### config.mk
export PLATFORM = sky130hd
export DESIGN_NAME = sdpa_top
export DESIGN_NICKNAME = d
export VERILOG_FILES = /design/src/core/sdpa_pkg.sv /design/src/core/sdpa_top.sv
export VERILOG_INCLUDE_DIRS = /design/src /design/src/core
export SDC_FILE = /design/constraint.sdc
export NUM_CORES = 1
export LEC_CHECK = 0
export ABC_AREA = 1
export BUFFER_PORTS_ARGS = -buffer_cell sky130_fd_sc_hd__buf_2
export CAP_MARGIN = 20
export CORE_MARGIN = 1.5
export CORE_UTILIZATION = 55
export CTS_BUF_LIST = sky130_fd_sc_hd__clkbuf_4 sky130_fd_sc_hd__clkbuf_8 sky130_fd_sc_hd__clkbuf_16
export DETAILED_ROUTE_END_ITERATION = 10
export GPL_ROUTABILITY_DRIVEN = 0
export PLACE_DENSITY = 0.8
export SYNTH_ARGS = -nofsm -noshare
export SYNTH_HDL_FRONTEND = slang
export SYNTH_SLANG_ARGS = --single-unit
### constraint.sdc
create_clock -name clk_sys_in -period 2.59 [get_ports clk_sys_in]
set_clock_uncertainty 0.1 [all_clocks]
set_input_delay 0.259 -clock clk_sys_in [delete_from_list [all_inputs] [get_ports clk_sys_in]]
set_output_delay 0.259 -clock clk_sys_in [all_outputs]
set_load 0.005 [all_outputs]
### src/core/sdpa_defines.svh
// constants for the sysref divider phase alignment block
`ifndef SDPA_DEFINES_SVH
`define SDPA_DEFINES_SVH

// =====================================================================
// register offsets
`define SDPA_ADDR_W 12
`define SDPA_OFS_DIV_RATIO 12'h0108
`define SDPA_OFS_LOCAL_PHASE 12'h0109
`define SDPA_OFS_ALIGN_CTRL 12'h010A
`define SDPA_OFS_ALIGN_STATUS 12'h010B
`define SDPA_OFS_SYSREF_MODE 12'h0120
`define SDPA_OFS_CAPTURE_PHASE 12'h0129

// =====================================================================
// field positions
`define SDPA_CTRL_AUTO_BIT 7
`define SDPA_CTRL_NEG_HI 3
`define SDPA_CTRL_NEG_LO 2
`define SDPA_CTRL_POS_HI 1
`define SDPA_CTRL_POS_LO 0
`define SDPA_MODE_HI 2
`define SDPA_MODE_LO 1

// =====================================================================
// ratio codes and phase masks in half clock units
`define SDPA_RATIO_DIV1 3'h0
`define SDPA_RATIO_DIV2 3'h1
`define SDPA_RATIO_DIV4 3'h3
`define SDPA_MASK_DIV1 4'h1
`define SDPA_MASK_DIV2 4'h3
`define SDPA_MASK_DIV4 4'h7
`define SDPA_HALF_STEP 4'h2

// =====================================================================
// reset values
`define SDPA_RST_BYTE 8'h00
`define SDPA_RST_RATIO 3'h0
`define SDPA_RST_NIBBLE 4'h0
`define SDPA_RST_SKEW 2'h0
`define SDPA_RST_MODE 2'h0

`endif

### src/core/sdpa_pkg.sv
// types for the sysref divider phase alignment block
package sdpa_pkg;

  // =====================================================================
  // register port request
  typedef struct packed {
    logic [11:0] addr;
    logic [7:0] wdata;
    logic wr;
    logic rd;
  } sdpa_bus_s;

  // =====================================================================
  // complete block state
  typedef struct packed {
    logic [2:0] div_ratio;
    logic [3:0] local_phase;
    logic auto_en;
    logic [1:0] neg_skew;
    logic [1:0] pos_skew;
    logic [1:0] sysref_mode;
    logic [3:0] sysref_offset;
    logic [3:0] capture_phase;
    logic [3:0] half_cnt;
    logic sysref_prev;
    logic [7:0] rd_data;
    logic div_tick;
    logic div_tick_half;
    logic [3:0] div_phase;
    logic sysref_ignored;
    logic realign;
  } sdpa_state_s;

endpackage

### src/core/sdpa_top.sv
// sample clock divider with sysref driven phase realignment
//
// Added by the designer: the address-and-strobe port.
`timescale 1ns/100ps
`default_nettype none
`include "sdpa_defines.svh"

module sdpa_top
  import sdpa_pkg::*;
(
  input wire logic clk_sys_in,
  input wire logic reset_in,
  input wire sdpa_bus_s bus_in,
  input wire logic sysref_in,
  input wire logic sysref_late_in,
  output logic [7:0] rd_data_out,
  output logic div_tick_out,
  output logic div_tick_half_out,
  output logic [3:0] div_phase_out,
  output logic sysref_ignored_out,
  output logic realign_out
);

  // =====================================================================
  // decoding helpers

  // phase counter wraps at twice the ratio, counted in half clocks
  function automatic logic [3:0] period_mask(input logic [2:0] ratio);
    case (ratio)
      `SDPA_RATIO_DIV1: period_mask = `SDPA_MASK_DIV1;
      `SDPA_RATIO_DIV2: period_mask = `SDPA_MASK_DIV2;
      `SDPA_RATIO_DIV4: period_mask = `SDPA_MASK_DIV4;
      // undefined codes fall back to the undivided clock
      default: period_mask = `SDPA_MASK_DIV1;
    endcase
  endfunction

  function automatic logic addr_is(input logic [11:0] a, input logic [11:0] ofs);
    addr_is = (a == ofs);
  endfunction

  // =====================================================================
  // state

  sdpa_state_s state;
  sdpa_state_s next_state;

  logic [3:0] mask;
  logic [3:0] cap_phase;
  logic [3:0] dist_before;
  logic [3:0] eff_offset;
  logic [3:0] shifted;
  logic sysref_edge;
  logic capture_en;
  logic in_neg_window;
  logic in_pos_window;
  logic accept;

  always_comb begin
    next_state = state;
    mask = period_mask(state.div_ratio);
    next_state.div_tick = 1'b0;
    next_state.div_tick_half = 1'b0;
    next_state.sysref_ignored = 1'b0;
    next_state.realign = 1'b0;
    next_state.rd_data = `SDPA_RST_BYTE;

    // capture is armed only while the sysref mode field is non-zero
    capture_en = (state.sysref_mode != `SDPA_RST_MODE);
    sysref_edge = sysref_in & ~state.sysref_prev & capture_en;
    next_state.sysref_prev = sysref_in;

    // divider phase at the sysref transition, in half clocks
    cap_phase = (state.half_cnt | {3'h0, sysref_late_in}) & mask;
    dist_before = (4'h0 - cap_phase) & mask;

    // windows are only consulted with auto adjust on
    in_neg_window = state.auto_en && (cap_phase != 4'h0) &&
      (dist_before <= {2'h0, state.neg_skew});
    in_pos_window = state.auto_en && (cap_phase != 4'h0) &&
      (cap_phase <= {2'h0, state.pos_skew});
    accept = sysref_edge && state.auto_en && !in_neg_window && !in_pos_window;

    // =====================================================================
    // divider phase counter
    next_state.half_cnt = (state.half_cnt + `SDPA_HALF_STEP) & mask;

    if (sysref_edge) begin
      next_state.capture_phase = cap_phase;
    end
    if (sysref_edge && state.auto_en && !accept) begin
      next_state.sysref_ignored = 1'b1;
    end
    if (accept) begin
      // restart the divider at the accepted edge, keep its phase for offset
      next_state.sysref_offset = cap_phase;
      next_state.half_cnt = `SDPA_RST_NIBBLE;
      next_state.realign = 1'b1;
    end
    // with auto adjust off the counter free runs, sysref only recorded

    // effective offset: applied sysref phase plus local offset, local offset alone with auto adjust off
    if (state.auto_en) begin
      eff_offset = (state.sysref_offset + state.local_phase) & mask;
    end else begin
      eff_offset = state.local_phase & mask;
    end
    shifted = (state.half_cnt - eff_offset) & mask;
    next_state.div_phase = shifted;
    if (shifted[3:1] == 3'h0) begin
      next_state.div_tick = 1'b1;
      // odd offset: divided edge lands on the inverted clock
      next_state.div_tick_half = shifted[0];
    end

    // =====================================================================
    // register writes
    if (bus_in.wr) begin
      if (addr_is(bus_in.addr, `SDPA_OFS_DIV_RATIO)) begin
        next_state.div_ratio = bus_in.wdata[2:0];
      end
      if (addr_is(bus_in.addr, `SDPA_OFS_LOCAL_PHASE)) begin
        next_state.local_phase = bus_in.wdata[3:0];
      end
      if (addr_is(bus_in.addr, `SDPA_OFS_ALIGN_CTRL)) begin
        // no check of window sum against ratio, software keeps it
        next_state.auto_en = bus_in.wdata[`SDPA_CTRL_AUTO_BIT];
        next_state.neg_skew = bus_in.wdata[`SDPA_CTRL_NEG_HI:`SDPA_CTRL_NEG_LO];
        next_state.pos_skew = bus_in.wdata[`SDPA_CTRL_POS_HI:`SDPA_CTRL_POS_LO];
      end
      if (addr_is(bus_in.addr, `SDPA_OFS_SYSREF_MODE)) begin
        next_state.sysref_mode = bus_in.wdata[`SDPA_MODE_HI:`SDPA_MODE_LO];
      end
    end

    // =====================================================================
    // register reads, data one cycle after the strobe
    if (bus_in.rd) begin
      case (bus_in.addr)
        `SDPA_OFS_DIV_RATIO: next_state.rd_data = {5'h00, state.div_ratio};
        `SDPA_OFS_LOCAL_PHASE: next_state.rd_data = {4'h0, state.local_phase};
        `SDPA_OFS_ALIGN_CTRL: next_state.rd_data =
          {state.auto_en, 3'h0, state.neg_skew, state.pos_skew};
        `SDPA_OFS_ALIGN_STATUS: next_state.rd_data = {4'h0, state.sysref_offset};
        `SDPA_OFS_SYSREF_MODE: next_state.rd_data = {5'h00, state.sysref_mode, 1'b0};
        `SDPA_OFS_CAPTURE_PHASE: next_state.rd_data = {4'h0, state.capture_phase};
        default: next_state.rd_data = `SDPA_RST_BYTE;
      endcase
    end
  end

  always_ff @(posedge clk_sys_in) begin
    if (reset_in) begin
      state.div_ratio <= `SDPA_RST_RATIO;
      state.local_phase <= `SDPA_RST_NIBBLE;
      state.auto_en <= 1'b0;
      state.neg_skew <= `SDPA_RST_SKEW;
      state.pos_skew <= `SDPA_RST_SKEW;
      state.sysref_mode <= `SDPA_RST_MODE;
      state.sysref_offset <= `SDPA_RST_NIBBLE;
      state.capture_phase <= `SDPA_RST_NIBBLE;
      state.half_cnt <= `SDPA_RST_NIBBLE;
      state.sysref_prev <= 1'b0;
      state.rd_data <= `SDPA_RST_BYTE;
      state.div_tick <= 1'b0;
      state.div_tick_half <= 1'b0;
      state.div_phase <= `SDPA_RST_NIBBLE;
      state.sysref_ignored <= 1'b0;
      state.realign <= 1'b0;
    end else begin
      state <= next_state;
    end
  end

  // =====================================================================
  // outputs straight from state flops
  assign rd_data_out = state.rd_data;
  assign div_tick_out = state.div_tick;
  assign div_tick_half_out = state.div_tick_half;
  assign div_phase_out = state.div_phase;
  assign sysref_ignored_out = state.sysref_ignored;
  assign realign_out = state.realign;

endmodule // sdpa_top
`default_nettype wire

==> flow_summary_export.csv <==
group,metric,value,unit
setup_path,cp_slowest_cell,"fa_1",
min_path,min-delay-path-class,"input port to flop",
die,ios,42,
setup_path,crit_path_end,"div_tick_half_out",
timing,fmax,418.6,MHz
route,drtIter0Drc,103,
logic_synthesis,ys.flop_type,"dfxtp_1",
cts,clock_latency,0.30,ns
timing,holdWs,0.08222,ns
setup_path,rr_worst_depth,12,
die,die_w,64.82,µm
placed_design,placed_area,0.002261,mm²
pwr,ir_worst_vdd,0.5256,mV
logic_synthesis,yosysTopAreaCell,"dfxtp_1",
logic_synthesis,syn_area_per_cell,7.054,µm²
cts,h-tree-depth,2,
final_layout,design_area,0.002384,mm²
outcome,status,"completed",
timing,rsz0062_at_grt,"no",
timing,drv_slew,0,
setup_path,crit_top_cell,"nand2_1",
die,die_area,0.004202,mm²
timing,worst_slew_pin_slew,0.6780,ns
cts,root_buffer,"clkbuf_8",
timing,finalSetupViolCount,0,
cts,clk_pin_slew,0.07,ns
setup_path,crit_fanout,3,
die,start_util,57.42,%
timing,fin_crit,2.389,ns
setup_path,path_cells,"ha_1, fa_1, o21ai_0, a21oi_1, fa_1, xor2_1, nand2_1, nand2_1, nand2_1, nand3_1, nand2_1, nor2_1",
logic_synthesis,synthCells,298,
global_routing,grt_pass1_wl,7534,µm
cts,clkSinkCount,35,
logic_synthesis,synth-seq-area-share,33.33,%
timing,timing.final.crit_share,92.23,%
route,wl_per_cell,11.97,µm
pwr,power.leakage,1.179,nW
global_routing,antenna_found_initial,0,
route,viasPerCell,5.135,
final_layout,diodes,0,
die,core_area,0.003661,mm²
setup_path,crit_start,"state[25]",
timing,worst_slew_margin_rel,54.75,%
global_routing,first_global_vias,1713,
logic_synthesis,synth-edff-count,0,
timing,finalHoldViolCount,0,
logic_synthesis,synth_cell_types,30,
timing,fin_ws,0.2014,ns
final_layout,nets,365,
route,drt-pass1-iter-count,4,
placed_design,dpl.hpwl,3598,µm
logic_synthesis,synth.cell_area,0.002102,mm²
route,vias,1946,
cts,cts_tree,"done",
setup_path,crit_required,2.69,ns
setup_path,worstReg2RegStart,"state[25]",
setup_path,critPathMaxStageDelay,0.45,ns
run,drv_cap,0,
setup_path,start_kind,"flop",
logic_synthesis,synth_seq_cells,35,
setup_path,criticalPathCategory,"flop to flop",
cts,cts.path.max_buffers,2,
global_routing,grt_max_degree,27,
final_layout,drive_gt1_share,22.96,%
die,fp-row-count,22,
placed_design,io_buffer_count,34,
pwr,power.density,468.2,mW/mm²
logic_synthesis,ys.warnings.count,0,
logic_synthesis,async_flop_share,0,%
cts,cts-buffers-inserted,5,
setup_path,reg2reg_to,"div_tick_half_out",
route,drc_errors,0,
die,chipHeight,64.82,µm
setup_path,rrSetupSlack,0.20,ns
global_routing,grt_usage,24.17,%
setup_path,cp-end-kind,"flop",
final_layout,syn_to_final_growth,13.39,%
timing,fin_setup_tns,0,ns
final_layout,postLayoutCoreUtil,65.11,%
route,antenna_left,0,
logic_synthesis,synth_top_area_share,33.33,%
logic_synthesis,synth_area_leaders,"dfxtp_1, inv_1, nand2_1",
setup_path,crit_arrival,2.48,ns
global_routing,grt-ovfl-total,0,
route,wl,4538,µm
placed_design,dp_slack,0.1966,ns
[registers in the layout (all words and copies together), names as in the netlist]
| register | count |
|---|---|
| sysref_ignored_out | 1 |
| state | 23 |
| rd_data_out | 5 |
| div_tick_half_out | 1 |
| div_tick_out | 1 |
| realign_out | 1 |
| div_phase_out | 3 |
[critical path: cells and delay by family (launching register included)]
kind | cells | cell delay [ns]
AO/OA/AOI/OAI | 2 | 0.23
XOR/XNOR | 1 | 0.16
adder cells (fa/ha/maj) | 3 | 1.08
flip-flops | 1 | 0.33
AND/OR/NAND/NOR | 6 | 0.40
[where the power goes]
| part | internal, W | switching [W] |
|---|---|---|
| logic | 0.0000282 | 0.0000551 |
| registers | 0.000540 | 0.000000388 |
| clock network | 0.000286 | 0.000206 |
| total | 0.000854 | 0.000262 |
[layout by cell type (no fill, tap or decap), types with 3 or more instances in the layout]
| cell type | netlist | layout |
|---|---|---|
| nand2_2 | 3 | 4 |
| inv_2 | 6 | 6 |
| a21oi_1 | 20 | 20 |
| inv_1 | 45 | 45 |
| nand2_1 | 45 | 44 |
| buf_2 | 0 | 34 |
| nor2_2 | 6 | 7 |
| buf_4 | 13 | 3 |
| nand3_1 | 30 | 29 |
| nor2_1 | 36 | 35 |
| conb_1 | 1 | 4 |
| nand3_2 | 2 | 3 |
| o21ai_0 | 12 | 12 |
| nand3_4 | 3 | 3 |
| nor2_4 | 4 | 4 |
| dfxtp_1 | 35 | 35 |
| clkbuf_8 | 0 | 5 |
| o21ai_1 | 10 | 10 |
| ha_1 | 7 | 7 |
| nand4_1 | 4 | 4 |
[synthesized netlist by cell type, drive strengths merged (2+ instances only)]
library cell and number:
o21ai 23, fa 2, nor2 47, xor2 2, inv 51, nor3 2, ha 7, nand3 35
nand2 49, dfxtp 35, buf 13, clkbuf 2, nand4 5, a21oi 20
[cells by family after synthesis]
group / count (synthesis) / share of synthesized area [%]
adders and majority gates: 9 / 6.071
other: 1 / 0.1784
DFF: 35 / 33.33
AOI/OAI and AO/OA: 44 / 10.77
buffers and inverters: 66 / 14.11
and+or+nand+nor: 140 / 34.29
xor gates and xnor gates: 3 / 1.250
[per-stage QoR]
step / std cells / power [W]
floorplan: 301 / 0.0006034
global placement: 371 / 0.0006325
detailed placement: 371 / 0.0006352
CTS: 379 / 0.001126
global route: 379 / 0.001159
finish: 379 / 0.001116
[repair_timing]
action,4_1_cts,5_1_grt
setup endpoints to repair,0,6
resized for setup,0,3
hold buffers,0,0
setup buffers,0,0
[cell type report]
type	instances	area (µm²)
clock inverters	3	43.79
repair buffers	37	192.7
clock buffers	5	68.82
inverters	51	191.4
well taps	48	60.06
fillers	344	1277
multi-input cells	200	1126
flip-flops and latches	35	700.7
[worst min-delay path by stage]
stage,start,end,slack [ns],cells past startpoint
after floorplan,reset_in,div_phase_out[0],0.23,1
after global placement,state[29],state[29],0.35,2
after detailed placement,state[29],state[29],0.35,2
after CTS,sysref_in,state[16],0.08,3
after global routing,sysref_in,state[16],0.08,3
final,sysref_in,state[16],0.08,3
[metal layers]
metal | GRT usage, % | up-vias | wire length [µm]
met2 | 39.95 | 71 | 2139
met4 | 9.840 | 0 | 82
met1 | 30.09 | 870 | 2012
met5 | 0 | - | 0
li1 | - | 997 | -
met3 | 5.903 | 8 | 303
No activity file was read; power rests on OpenSTA's default activity.
